==> src/rtl/dsm_cfg.svh <==
// constants of the diagnostic monitor readout register bank
`ifndef DSM_CFG_SVH
`define DSM_CFG_SVH

// register offsets on the control port
`define DSM_OFS_IN1_NEG_HIGH     8'h5c
`define DSM_OFS_IN1_NEG_LOW_ID   8'h5d
`define DSM_OFS_IN2_POS_HIGH     8'h5e
`define DSM_OFS_IN2_POS_LOW_ID   8'h5f
`define DSM_OFS_IN2_NEG_HIGH     8'h60
`define DSM_OFS_IN2_NEG_LOW_ID   8'h61
`define DSM_OFS_TEMP_HIGH        8'h6a
`define DSM_OFS_TEMP_LOW_ID      8'h6b
`define DSM_OFS_BIAS_LOAD_HIGH   8'h6c
`define DSM_OFS_BIAS_LOAD_LOW_ID 8'h6d
`define DSM_OFS_AVDD_HIGH        8'h6e
`define DSM_OFS_AVDD_LOW_ID      8'h6f
`define DSM_OFS_AUX_HIGH         8'h70
`define DSM_OFS_AUX_LOW_ID       8'h71
`define DSM_OFS_BOOST_CTRL       8'h72
`define DSM_OFS_BIAS_LEVEL_CTRL  8'h73
`define DSM_OFS_MONITOR_CTRL     8'h55

// fixed source identifiers
`define DSM_ID_IN1_NEG           4'h3
`define DSM_ID_IN2_POS           4'h4
`define DSM_ID_IN2_NEG           4'h5
`define DSM_ID_TEMP              4'ha
`define DSM_ID_BIAS_LOAD         4'hb
`define DSM_ID_AVDD              4'hc
`define DSM_ID_AUX               4'hd

// field positions
`define DSM_POS_CONVERTER_OFF    7
`define DSM_POS_BIAS_LEVEL_LSB   4
`define DSM_POS_FREEZE           0
`define DSM_POS_NIBBLE_LSB       4

// reset values and writable masks of the control registers
`define DSM_RST_RESULT_HIGH      8'h00
`define DSM_RST_BOOST_CTRL       8'h00
`define DSM_RST_BIAS_LEVEL_CTRL  8'ha0
`define DSM_RST_MONITOR_CTRL     8'h00
`define DSM_MASK_BOOST_CTRL      8'h80
`define DSM_MASK_BIAS_LEVEL_CTRL 8'hf0
`define DSM_MASK_MONITOR_CTRL    8'h01
`define DSM_UNMAPPED_READ        8'h00

`endif

==> src/rtl/dsm_pkg.sv <==
// types shared by the diagnostic monitor readout register bank
package dsm_pkg;
  typedef logic [7:0]  dsm_byte_t;
  typedef logic [3:0]  dsm_nibble_t;
  typedef logic [11:0] dsm_result_t;
endpackage

==> src/rtl/dsm_cfg_byte.sv <==
// one writable control byte with per-bit write mask
`timescale 1ns/1ps
`include "dsm_cfg.svh"
module dsm_cfg_byte #(
  parameter dsm_pkg::dsm_byte_t RESET_VAL = 8'h00,
  parameter dsm_pkg::dsm_byte_t WR_MASK   = 8'hff
) (
  input  wire logic               clock_in,
  input  wire logic               rst_in,
  input  wire logic               wr_en_in,
  input  wire dsm_pkg::dsm_byte_t wdata_in,
  output dsm_pkg::dsm_byte_t      value_out
);
  dsm_pkg::dsm_byte_t value_r;
  dsm_pkg::dsm_byte_t value_nxt;

  // masked bits hold their reset value, so reserved bits read back as zero
  always_comb begin
    value_nxt = value_r;
    if (wr_en_in) begin
      value_nxt = (wdata_in & WR_MASK) | (RESET_VAL & ~WR_MASK);
    end
  end

  always_ff @(posedge clock_in or posedge rst_in) begin
    if (rst_in) begin
      value_r <= RESET_VAL;
    end else begin
      value_r <= value_nxt;
    end
  end

  assign value_out = value_r;
endmodule // dsm_cfg_byte

==> src/rtl/dsm_result_slot.sv <==
// result store of one monitored source: upper byte and lower nibble with fixed id
`timescale 1ns/1ps
`include "dsm_cfg.svh"
module dsm_result_slot #(
  parameter dsm_pkg::dsm_nibble_t SRC_ID = 4'h0
) (
  input  wire logic                 clock_in,
  input  wire logic                 rst_in,
  input  wire logic                 conv_done_in,
  input  wire dsm_pkg::dsm_nibble_t conv_source_in,
  input  wire dsm_pkg::dsm_result_t conv_data_in,
  input  wire logic                 freeze_in,
  output dsm_pkg::dsm_byte_t        high_byte_out,
  output dsm_pkg::dsm_byte_t        low_id_out
);
  dsm_pkg::dsm_result_t result_r;
  dsm_pkg::dsm_result_t result_nxt;

  // one 12-bit store keeps the byte and nibble from the same conversion
  always_comb begin
    result_nxt = result_r;
    if (conv_done_in && (conv_source_in == SRC_ID) && !freeze_in) begin
      result_nxt = conv_data_in;
    end
  end

  always_ff @(posedge clock_in or posedge rst_in) begin
    if (rst_in) begin
      result_r <= 12'h000;
    end else begin
      result_r <= result_nxt;
    end
  end

  assign high_byte_out = result_r[11:4];
  assign low_id_out    = {result_r[3:0], SRC_ID};
endmodule // dsm_result_slot

==> src/rtl/dsm_readout.sv <==
// diagnostic monitor readout register bank with boost and bias controls
// Contract
// upper result byte, read-only, resets zero
// lower nibble in bits 7-4, resets zero
// input2 positive id reads 0100b
// input2 negative id reads 0101b
// temperature id reads 1010b
// bias load current id reads 1011b
// analog supply id reads 1100b
// aux analog input id reads 1101b
// bit 7 turns converter off, reset 0
// software writes zero to reserved boost bits
// bias level in bits 7-4, reset 1010b
// freeze bit stops result updates
// reads never disturb stored values
// byte and nibble update from one conversion
`timescale 1ns/1ps
`include "dsm_cfg.svh"
module dsm_readout #(
  parameter int NUM_SRC = 7
) (
  input  wire logic                 clock_in,
  input  wire logic                 rst_in,
  // control port register access
  input  wire logic [7:0]           reg_addr_in,
  input  wire logic                 reg_wr_in,
  input  wire dsm_pkg::dsm_byte_t   reg_wdata_in,
  input  wire logic                 reg_rd_in,
  output dsm_pkg::dsm_byte_t        reg_rdata_out,
  output logic                      reg_rvalid_out,
  // monitor conversion results, same clock
  input  wire logic                 conv_done_in,
  input  wire dsm_pkg::dsm_nibble_t conv_source_in,
  input  wire dsm_pkg::dsm_result_t conv_data_in,
  // controls to the analog side
  output logic                      internal_converter_off_out,
  output dsm_pkg::dsm_nibble_t      bias_level_select_out,
  output logic                      freeze_monitor_update_out
);
  // per-source tables, index order fixed across the three tables
  localparam dsm_pkg::dsm_nibble_t SRC_ID [NUM_SRC] = '{
    `DSM_ID_IN1_NEG,
    `DSM_ID_IN2_POS,
    `DSM_ID_IN2_NEG,
    `DSM_ID_TEMP,
    `DSM_ID_BIAS_LOAD,
    `DSM_ID_AVDD,
    `DSM_ID_AUX
  };
  localparam logic [7:0] HIGH_OFS [NUM_SRC] = '{
    `DSM_OFS_IN1_NEG_HIGH,
    `DSM_OFS_IN2_POS_HIGH,
    `DSM_OFS_IN2_NEG_HIGH,
    `DSM_OFS_TEMP_HIGH,
    `DSM_OFS_BIAS_LOAD_HIGH,
    `DSM_OFS_AVDD_HIGH,
    `DSM_OFS_AUX_HIGH
  };
  localparam logic [7:0] LOW_OFS [NUM_SRC] = '{
    `DSM_OFS_IN1_NEG_LOW_ID,
    `DSM_OFS_IN2_POS_LOW_ID,
    `DSM_OFS_IN2_NEG_LOW_ID,
    `DSM_OFS_TEMP_LOW_ID,
    `DSM_OFS_BIAS_LOAD_LOW_ID,
    `DSM_OFS_AVDD_LOW_ID,
    `DSM_OFS_AUX_LOW_ID
  };

  dsm_pkg::dsm_byte_t high_byte   [NUM_SRC];
  dsm_pkg::dsm_byte_t low_id_byte [NUM_SRC];
  dsm_pkg::dsm_byte_t boost_ctrl;
  dsm_pkg::dsm_byte_t bias_level_ctrl;
  dsm_pkg::dsm_byte_t monitor_ctrl;
  logic               wr_boost;
  logic               wr_bias_level;
  logic               wr_monitor;
  logic               freeze;

  // write decode; result registers have no write path at all
  always_comb begin
    wr_boost      = reg_wr_in && (reg_addr_in == `DSM_OFS_BOOST_CTRL);
    wr_bias_level = reg_wr_in && (reg_addr_in == `DSM_OFS_BIAS_LEVEL_CTRL);
    wr_monitor    = reg_wr_in && (reg_addr_in == `DSM_OFS_MONITOR_CTRL);
  end

  // reserved bits are masked off, so a careless write of ones cannot stick
  dsm_cfg_byte #(
    .RESET_VAL (`DSM_RST_BOOST_CTRL),
    .WR_MASK   (`DSM_MASK_BOOST_CTRL)
  ) u_boost_ctrl (
    .clock_in  (clock_in),
    .rst_in    (rst_in),
    .wr_en_in  (wr_boost),
    .wdata_in  (reg_wdata_in),
    .value_out (boost_ctrl)
  );

  dsm_cfg_byte #(
    .RESET_VAL (`DSM_RST_BIAS_LEVEL_CTRL),
    .WR_MASK   (`DSM_MASK_BIAS_LEVEL_CTRL)
  ) u_bias_level_ctrl (
    .clock_in  (clock_in),
    .rst_in    (rst_in),
    .wr_en_in  (wr_bias_level),
    .wdata_in  (reg_wdata_in),
    .value_out (bias_level_ctrl)
  );

  dsm_cfg_byte #(
    .RESET_VAL (`DSM_RST_MONITOR_CTRL),
    .WR_MASK   (`DSM_MASK_MONITOR_CTRL)
  ) u_monitor_ctrl (
    .clock_in  (clock_in),
    .rst_in    (rst_in),
    .wr_en_in  (wr_monitor),
    .wdata_in  (reg_wdata_in),
    .value_out (monitor_ctrl)
  );

  assign freeze = monitor_ctrl[`DSM_POS_FREEZE];

  genvar g;
  generate
    for (g = 0; g < NUM_SRC; g++) begin : g_src
      dsm_result_slot #(
        .SRC_ID (SRC_ID[g])
      ) u_slot (
        .clock_in       (clock_in),
        .rst_in         (rst_in),
        .conv_done_in   (conv_done_in),
        .conv_source_in (conv_source_in),
        .conv_data_in   (conv_data_in),
        .freeze_in      (freeze),
        .high_byte_out  (high_byte[g]),
        .low_id_out     (low_id_byte[g])
      );
    end
  endgenerate

  // readback: mux is pure, a read loads only the read data and read valid registers and changes no stored value
  dsm_pkg::dsm_byte_t rdata_r;
  dsm_pkg::dsm_byte_t rdata_nxt;
  logic               rvalid_r;
  logic               rvalid_nxt;
  dsm_pkg::dsm_byte_t mux_val;

  always_comb begin
    mux_val = `DSM_UNMAPPED_READ;
    for (int i = 0; i < NUM_SRC; i++) begin
      if (reg_addr_in == HIGH_OFS[i]) begin
        mux_val = high_byte[i];
      end
      if (reg_addr_in == LOW_OFS[i]) begin
        mux_val = low_id_byte[i];
      end
    end
    case (reg_addr_in)
      `DSM_OFS_BOOST_CTRL:      mux_val = boost_ctrl;
      `DSM_OFS_BIAS_LEVEL_CTRL: mux_val = bias_level_ctrl;
      `DSM_OFS_MONITOR_CTRL:    mux_val = monitor_ctrl;
      default:                  mux_val = mux_val;
    endcase
    rvalid_nxt = reg_rd_in;
    rdata_nxt  = reg_rd_in ? mux_val : rdata_r;
  end

  always_ff @(posedge clock_in or posedge rst_in) begin
    if (rst_in) begin
      rdata_r  <= 8'h00;
      rvalid_r <= 1'b0;
    end else begin
      rdata_r  <= rdata_nxt;
      rvalid_r <= rvalid_nxt;
    end
  end

  assign reg_rdata_out              = rdata_r;
  assign reg_rvalid_out             = rvalid_r;
  assign internal_converter_off_out = boost_ctrl[`DSM_POS_CONVERTER_OFF];
  assign bias_level_select_out      = bias_level_ctrl[`DSM_POS_BIAS_LEVEL_LSB +: 4];
  assign freeze_monitor_update_out  = freeze;
endmodule // dsm_readout

==> config.mk <==
export PLATFORM = sky130hd
export DESIGN_NAME = dsm_readout
export DESIGN_NICKNAME = d
export VERILOG_FILES = /design/src/rtl/dsm_pkg.sv /design/src/rtl/dsm_cfg_byte.sv /design/src/rtl/dsm_result_slot.sv /design/src/rtl/dsm_readout.sv
export VERILOG_INCLUDE_DIRS = /design/src /design/src/rtl
export SDC_FILE = /design/constraint.sdc
export NUM_CORES = 1
export LEC_CHECK = 0
export BUFFER_PORTS_ARGS = -buffer_cell sky130_fd_sc_hd__buf_2
export CORE_MARGIN = 2
export CORE_UTILIZATION = 25
export CTS_BUF_LIST = sky130_fd_sc_hd__clkbuf_16
export CTS_CLUSTER_SIZE = 14
export DETAILED_ROUTE_END_ITERATION = 6
export PLACE_DENSITY = 0.41
export SYNTH_ARGS = -nofsm -noshare
export SYNTH_HDL_FRONTEND = slang
export SYNTH_SLANG_ARGS = --single-unit
==> constraint.sdc <==
create_clock -name clock_in -period 4.7 [get_ports clock_in]
set_input_delay 0.94 -clock clock_in [delete_from_list [all_inputs] [get_ports clock_in]]
set_output_delay 0.94 -clock clock_in [all_outputs]
set_load 0.05 [all_outputs]
==> impl.org, run 1 <==
** Status
- The run finished with clean final reports.

** CTS
- Post-CTS sizing :: 0
- Count of buffers added by post-CTS timing repair for setup :: 0
- The clock passes through at most 2 buffers.
- Post-CTS Hold Buffers :: 0
- Buffer type at the clock tree root :: sky130_fd_sc_hd__clkbuf_16
- # clock sinks :: 99
- After clock tree synthesis, the clock-pin slew on the worst setup and hold paths is 0.07 ns.
- Total number of H-tree levels :: 3
- Buffers inserted during clock tree synthesis total 9.
- The clock reaches the later pin of the worst-skew pair after 0.35 ns.
- TritonCTS built the clock tree.

** Routing
- For this block, the routed nets add up to 15300 um of wire.
- Using the TritonRoute via totals, the vias-per-cell ratio works out to 4.96.
- Number of design-rule violations left by the first detailed-router iteration :: 236
- WL/cell :: 20.8 um
- Before antenna repair, the detailed router went through 4 iterations.
- For this run, design rule violations remaining after detail routing come to 0.
- Detailed routing inserted a total of 3646 vias.
- In this run the remaining antenna-violating nets after routing total 0.

** STA
- Measured against its own limit, the worst slew margin works out to 32.5%.
- Timing would allow up to 334 MHz.
- In the final timing run, aggregate negative setup slack is 0 ns.
- For the finished layout, the period the worst path requires is 3.00 ns.
- Worst clock skew :: 0.00942 ns
- Unrepaired setup endpoints after global routing :: false
- Fin. Hold Viols :: 0
- Setup violations remaining at the end of the flow were counted as 0.
- The number of pins with negative max-slew slack in the final report was 0.
- Of the available clock period, the critical path in the final layout requires 63.8%.
- Worst-Margin Slew :: 1.00 ns

** Worst setup path
- The worst register-to-register path begins at u_monitor_ctrl.value_out[0]$_DFFE_PP0P_.
- Walking the worst path, the cells encountered are buf_2, buf_4, nand2_1, nor3_1, a2111oi_0, nand3_1, o21ai_1.
- STA classifies the critical path startpoint as a primary input.
- The critical path contains buffers and inverters numbering 2 combined.
- Category of the worst setup path capture point :: register
- Slowest cell delay on critical path :: 0.80 ns
- Slack of the worst reg-to-reg path :: 2.43 ns
- Counting cells, the worst reg-to-reg path comes to 3.
- Top delay family on crit path :: simple AND/OR/NAND/NOR gates
- The critical path starts at reg_addr_in[0].
- In this run the worst path has a maximum fanout of 22.
- Startpoint-to-endpoint class of the critical path :: in -> reg
- STA puts the critical path data required time at 4.94 ns.
- Following the worst setup path forward leads to its endpoint at reg_rdata_out[6]$_DFFE_PP0P_.
- The critical path crosses 7 cells after its start point.
- R2R Path End :: g_src[2].u_slot.result_r[7]$_DFFE_PP0P_
- On the critical path, the stage with the largest delay is an instance of sky130_fd_sc_hd__nor3_1.
- Data on the critical path arrives at its endpoint at 3.24 ns.

** Synth
- Syn Inst Count :: 423
- In this run the mean area of a mapped cell was 11.9 um2.
- Count of unique library cells instantiated by Yosys :: 72
- The cell area that synthesis handed to floorplanning was 5020 um2.
- Primary flip-flop cell chosen by synthesis mapping :: sky130_fd_sc_hd__dfrtp_1
- Yosys mapped a number of flops with a built-in enable equal to 0.
- Flip-flop and latch count after synthesis :: 99
- Dominant cell by count in the synthesized netlist :: sky130_fd_sc_hd__dfrtp_1
- Sequential share of the synthesized area :: 49.4%
- Synth top cells by count :: sky130_fd_sc_hd__dfrtp_1, sky130_fd_sc_hd__mux2_2, sky130_fd_sc_hd__nor2_1
- Largest area contributor in the netlist :: sky130_fd_sc_hd__dfrtp_1
- Dominant cells by area after synthesis :: sky130_fd_sc_hd__dfrtp_1, sky130_fd_sc_hd__mux2_2, sky130_fd_sc_hd__mux2_1, sky130_fd_sc_hd__nor2_1, sky130_fd_sc_hd__nand2_1
- Number of warnings issued by yosys :: 0
- After synthesis, the largest area contributor takes up 48.4% of total cell area.
- Proportion of register bits with asynchronous set or reset after synthesis :: 100%
- The number of nets handed over by synthesis was 460.

** Layout
- Excluding fillers, the count of instances in the completed layout stands at 735.
- The layout has 2032 filler cells.
- The post-route netlist has 35.5% of its cells at a drive strength greater than 1.
- The area growth from synthesis to layout is 16.0%.
- 0 antenna diodes ended up in the layout.
- Summing all non-filler instances in the final layout gives an area of 5820 um2.
- NumNets Final :: 502

** Global routing
- After global routing the overflow that remains totals 0.
- Vias in the first global route :: 3756
- Global routing used 14.9% of the available tracks.
- Pin count of the biggest net entering global routing :: 76
- The first global-routing pass estimated 23800 um of wire.
- The number of antenna violations at the first check in global routing was 0.

** Die
- The floorplan step defined a die boundary enclosing 21200 um2.
- Vertical die dimension :: 146 um
- Width of the die :: 146 um
- The initial utilization of the core area, before any placement, comes to 25.6%.
- In this run the standard cell core region covers 19600 um2.
- Row count :: 51
- Total I/O pin count :: 52

** Hold path
- Worst min path class :: reg -> reg
- Along the worst hold path, the cell count comes to 1.

** Power and ir drop
- Power density cells :: 386 nW/um2
- Summed over all cells, the static leakage comes to 2.45 nW.
- Highest ir drop seen on vdd :: 128 uV

** Placed design
- Once placement finished, the instance area stood at 5540 um2.
- The number of placed instances, taps included, is 719.
- Detailed placement finished with a half-perimeter wire length of 10700 um.
- Quantity of I/O buffers inserted on ports :: 48
- Weighted congestion at the end of routability-driven global placement :: 0.797

** Job
- MaxCap Viol Count :: 0
[cell families (layout without fill, tap and decap cells)]
logic type,Yosys count,count (layout),synth area share (%)
compound gates,74,74,11.0
buf+inv,29,76,2.44
flops,99,99,49.4
simple gates,117,117,13.7
mux,104,104,23.4
[sequential cells by signal (all words and copies together) (netlist names)]
name	cells
u_boost_ctrl.value_out	1
reg_rvalid_out	1
g_src.u_slot.result_r	84
u_bias_level_ctrl.value_out	4
u_monitor_ctrl.value_out	1
reg_rdata_out	8
[cells in the final DEF, fill, tap and decap left out, types with 3 or more instances in the layout]
cell type                   synthesis  final
sky130_fd_sc_hd__nand3_1            9      9
sky130_fd_sc_hd__clkinv_2           0      3
sky130_fd_sc_hd__o21ai_0            5      5
sky130_fd_sc_hd__nor2b_1            6      6
sky130_fd_sc_hd__a2111oi_0          3      3
sky130_fd_sc_hd__nand4_1            5      5
sky130_fd_sc_hd__mux2_2            82     82
sky130_fd_sc_hd__buf_4              1      5
sky130_fd_sc_hd__a221o_1            3      3
sky130_fd_sc_hd__o22ai_1            3      3
sky130_fd_sc_hd__mux2i_1            8      8
sky130_fd_sc_hd__a21oi_1           13     13
sky130_fd_sc_hd__nand2b_1           9      9
sky130_fd_sc_hd__o211ai_1           3      3
sky130_fd_sc_hd__a31oi_1            3      3
sky130_fd_sc_hd__buf_2              8     48
sky130_fd_sc_hd__or2_2              3      3
sky130_fd_sc_hd__inv_1              7      7
sky130_fd_sc_hd__a32oi_1            3      3
sky130_fd_sc_hd__nand2_1           22     22
sky130_fd_sc_hd__clkbuf_16          0      9
sky130_fd_sc_hd__nor4_1             4      4
sky130_fd_sc_hd__nor3_1             8      8
sky130_fd_sc_hd__or3_1              3      3
sky130_fd_sc_hd__nor2_1            23     22
sky130_fd_sc_hd__mux2_1            13     13
sky130_fd_sc_hd__dfrtp_1           97     97
[power breakdown]
part | internal [mW] | leakage [nW] | switching [mW]
logic | 0.192 | 1.09 | 0.192
registers | 1.03 | 1.22 | 0.102
clock network | 0.406 | 0.144 | 0.325
total | 1.63 | 2.45 | 0.620
[worst min-delay path by stage]
| stage | from | slack, ns | to |
|---|---|---|---|
| global route | g_src[4].u_slot.result_r[10]$_DFFE_PP0P_ | 0.52 | g_src[4].u_slot.result_r[10]$_DFFE_PP0P_ |
| floorplan | g_src[5].u_slot.result_r[7]$_DFFE_PP0P_ | 0.46 | g_src[5].u_slot.result_r[7]$_DFFE_PP0P_ |
| global placement | g_src[5].u_slot.result_r[7]$_DFFE_PP0P_ | 0.47 | g_src[5].u_slot.result_r[7]$_DFFE_PP0P_ |
| detailed placement | g_src[5].u_slot.result_r[5]$_DFFE_PP0P_ | 0.48 | g_src[5].u_slot.result_r[5]$_DFFE_PP0P_ |
| CTS | g_src[5].u_slot.result_r[5]$_DFFE_PP0P_ | 0.50 | g_src[5].u_slot.result_r[5]$_DFFE_PP0P_ |
| finish | g_src[5].u_slot.result_r[0]$_DFFE_PP0P_ | 0.50 | g_src[5].u_slot.result_r[0]$_DFFE_PP0P_ |
[stage by stage]
| stage | utilization (%) | hold WS (ns) | total power, mW | setup WS, ns |
|---|---|---|---|---|
| after CTS | 29.7 | 0.499 | 2.28 | 1.76 |
| after detailed placement | 28.3 | 0.483 | 1.54 | 1.38 |
| final | 29.7 | 0.498 | 2.25 | 1.70 |
| after global routing | 29.7 | 0.523 | 2.37 | 1.52 |
| after floorplan | - | 0.457 | 1.40 | 1.17 |
| after global placement | 28.3 | 0.470 | 1.53 | 1.36 |
[layer usage]
layer | up-vias | global-route usage, % | share of wire (%)
met3 | 10 | 2.48 | 3.1
met4 | 0 | 4.07 | 1.2
li1 | 1682 | - | -
met2 | 65 | 23.9 | 47
met5 | - | 0 | 0
met1 | 1889 | 20.8 | 49
[cell type report]
type / instances / area [um2] / area share (%)
Clock inverter: 7 / 60.1 / 1.03
Clock buffer: 9 / 225 / 3.87
Inverter: 7 / 28.8 / 0.494
Tap cell: 265 / 332 / 5.70
Sequential cell: 99 / 2480 / 42.6
Timing Repair Buffer: 53 / 278 / 4.77
Multi-Input combinational cell: 295 / 2420 / 41.5
No activity file was read; power rests on OpenSTA's default activity.
==> run 2: changes to the inputs <==
- clock period: 4.7 -> 2.9 ns (I/O delays scaled with it)
==> run 2 against run 1 <==
- global-route usage up 0.65 points
- cell area up 3.8%
- highest routed layer unchanged
- utilization grew 1.1 points
- first-iteration DRC count grew 5.1%
- combinational power rose by 68%
- critical endpoint is now reg_rdata_out[5]$_DFFE_PP0P_
- largest cell class unchanged
==> impl.org, run 2 (synthesis gave the netlist of run 1 again) <==
** STA
- The number of pins with negative max-slew slack in the final report is 0.
- Across the routed clock network, the largest skew measured is 0.00847 ns.
- At the pin with the least slew margin, the transition time is 0.869 ns.
- Count of final setup violators :: 0
- The worst pin sits at a relative slew slack of 42.1%.
- Of the available clock period, the critical path in the final layout requires 76.6%.
- Based on the critical path, the design can be clocked at up to 450 MHz.
- Time the final worst path needs with I/O delays and setup :: 2.22 ns
- Setup repair after global routing left no endpoint under its margin.
- Fin. Hold Viols :: 0
- Setup tns final :: 0 ns

** Die
- Row count :: 51
- After floorplanning, the core was sized to cover 19600 um2.
- Total I/O pin count :: 52
- Effective utilization at floorplan :: 25.6%
- From bottom edge to top edge, the die measures 146 um.
- From left edge to right edge, the die measures 146 um.
- Floorplan die area :: 21200 um2

** Power and ir drop
- Power density cells :: 623 nW/um2
- Cell leakage power :: 2.58 nW
- Highest ir drop seen on vdd :: 204 uV

** Worst setup path
- R2R Path End :: g_src[5].u_slot.result_r[0]$_DFFE_PP0P_
- The setup check on the worst reg-to-reg path leaves a slack of 0.91 ns.
- STA classifies the critical path startpoint as a primary input.
- Critical path endpoint :: reg_rdata_out[5]$_DFFE_PP0P_
- In this run the critical register-to-register path is launched from u_monitor_ctrl.value_out[0]$_DFFE_PP0P_.
- At the worst endpoint, the required time is 3.15 ns.
- Of all nets on the critical path, the largest fanout is 11.
- Startpoint-to-endpoint class of the critical path :: in -> reg
- Critical path origin :: reg_addr_in[7]
- On the worst path, the slowest cell contributes a delay of 0.51 ns.
- Category of the worst setup path capture point :: register
- Highest-delay cell along the critical path :: sky130_fd_sc_hd__a2111oi_0
- Count of cells along the worst register-to-register path :: 3
- Ordered cell list for the critical path :: buf_2, nand4bb_2, a311oi_1, o22ai_1, a2111oi_0, buf_4, nor3_2
- Data on the critical path arrives at its endpoint at 2.47 ns.

** Hold path
- The tightest min-delay check is of the in -> async type.

** Layout
- Area delta synth->final :: 20.4%
- The register with the most flip-flops in the layout has 84 of them.
- Biggest register :: g_src.u_slot.result_r
- The number of antenna diodes in the final layout is 0.
- Share of final-layout standard cells stronger than drive strength 1 :: 38.4%
- Leaving out fill and tap cells, the most frequent cell in the layout is sky130_fd_sc_hd__dfrtp_1.
- After the last flow step, the layout net total stands at 527.
- Post-Layout Inst Area :: 6040 um2
- In the layout the commonest cells are sky130_fd_sc_hd__dfrtp_1, sky130_fd_sc_hd__mux2_2, sky130_fd_sc_hd__buf_2, sky130_fd_sc_hd__buf_4, sky130_fd_sc_hd__nor2_1.

** CTS
- Clock-pin slew was measured on the worst setup and hold paths at 0.07 ns.
- The number of gates resized after CTS was 0.
- In this run the number of H-tree levels came out at 3.
- Later-pin clock latency in the skew report :: 0.36 ns
- After clock tree synthesis, the setup repair step added 0 buffers.
- Buffer type at the clock tree root :: sky130_fd_sc_hd__clkbuf_16
- CTS tree :: built
- The clock net in this run drives a total of 99 sinks.
- Counting the buffers created by CTS gives 9.
- Post-CTS Hold Buffers :: 0
- The longest clock path from root to sink contains 2 buffers.

** Placed design
- HPWL after detailed placement :: 11100 um
- In this run the tool buffered the top-level ports with 48 buffer cells.
- Weighted congestion at the end of routability-driven global placement :: 0.846
- Placed instance area :: 5730 um2

** Routing
- For this block, the initial DRC count from the detailed router was 248.
- For this run, design rule violations remaining after detail routing come to 0.
- Using the TritonRoute via totals, the vias-per-cell ratio works out to 4.96.
- The pre-antenna-repair detailed-routing pass consisted of 4 iterations.
- Once detail routing completed, the nets flagged for antenna violations numbered 0.
- Summed over all layers, the routed wires come to 16000 um.
- After detailed routing, the average wire length per cell comes to 21.0 um.
- Vias after detailed routing :: 3770

** Global routing
- Global routing finished with a remaining overflow of 0.
- First-pass GRT wire length :: 24800 um
- The number of global-route vias before repair came to 3963.
- Initial antenna violation count :: 0
- Pin count of the biggest net entering global routing :: 100
- Global routing used 15.5% of the available tracks across all layers.

** Job
- The tool flagged a number of max-cap violations equal to 0.

** Status
- The run finished with clean final reports.
==> run 2: stage by stage <==
stage	util, %	worst slack, ns	instances	hold WS (ns)	power, mW
2_1_floorplan	-	0.848	423	0.457	2.27
3_3_place_gp	29.3	0.330	744	0.473	2.49
3_5_place_dp	29.3	0.350	744	0.482	2.51
4_1_cts	30.8	0.714	760	0.400	3.80
5_1_grt	30.8	0.656	760	0.424	3.94
6_report	30.8	0.680	760	0.349	3.76
==> run 2: worst min-delay path by stage <==
| stage | from | end | slack (ns) | cells after the start |
|---|---|---|---|---|
| floorplan | g_src[5].u_slot.result_r[7]$_DFFE_PP0P_ | g_src[5].u_slot.result_r[7]$_DFFE_PP0P_ | 0.46 | 1 |
| global placement | g_src[5].u_slot.result_r[7]$_DFFE_PP0P_ | g_src[5].u_slot.result_r[7]$_DFFE_PP0P_ | 0.47 | 1 |
| detailed placement | g_src[5].u_slot.result_r[7]$_DFFE_PP0P_ | g_src[5].u_slot.result_r[7]$_DFFE_PP0P_ | 0.48 | 1 |
| CTS | rst_in | g_src[4].u_slot.result_r[3]$_DFFE_PP0P_ | 0.40 | 3 |
| global route | rst_in | g_src[4].u_slot.result_r[3]$_DFFE_PP0P_ | 0.42 | 3 |
| finish | rst_in | g_src[4].u_slot.result_r[3]$_DFFE_PP0P_ | 0.35 | 3 |
==> run 2: cell type report <==
| class | instances | area (um2) |
|---|---|---|
| clock inverter | 7 | 83.8 |
| fill | 2010 | 13500 |
| timing repair buffer | 78 | 478 |
| tap | 265 | 332 |
| multi-input combinational | 295 | 2410 |
| sequential | 99 | 2480 |
| inverter | 7 | 30.0 |
| clock buffer | 9 | 225 |
==> run 2: power by group <==
group	switching (mW)	total (mW)	internal, mW
Clock	0.537	1.28	0.746
Sequential	0.165	1.83	1.67
Combinational	0.320	0.645	0.326
Total	1.02	3.76	2.74
==> run 2: per-layer routing <==
layer / global-route usage [%] / wire length, um
met1: 20.7 / 7300
met2: 25.2 / 7670
met3: 2.60 / 677
met4: 6.23 / 331
met5: 0 / 0
==> run 2: critical path, delay by kind of cell <==
family                 cells  cell delay [ns]
AOI/OAI and AO/OA          3             1.02
buffers and inverters      2             0.34
and+or+nand+nor            2             0.53
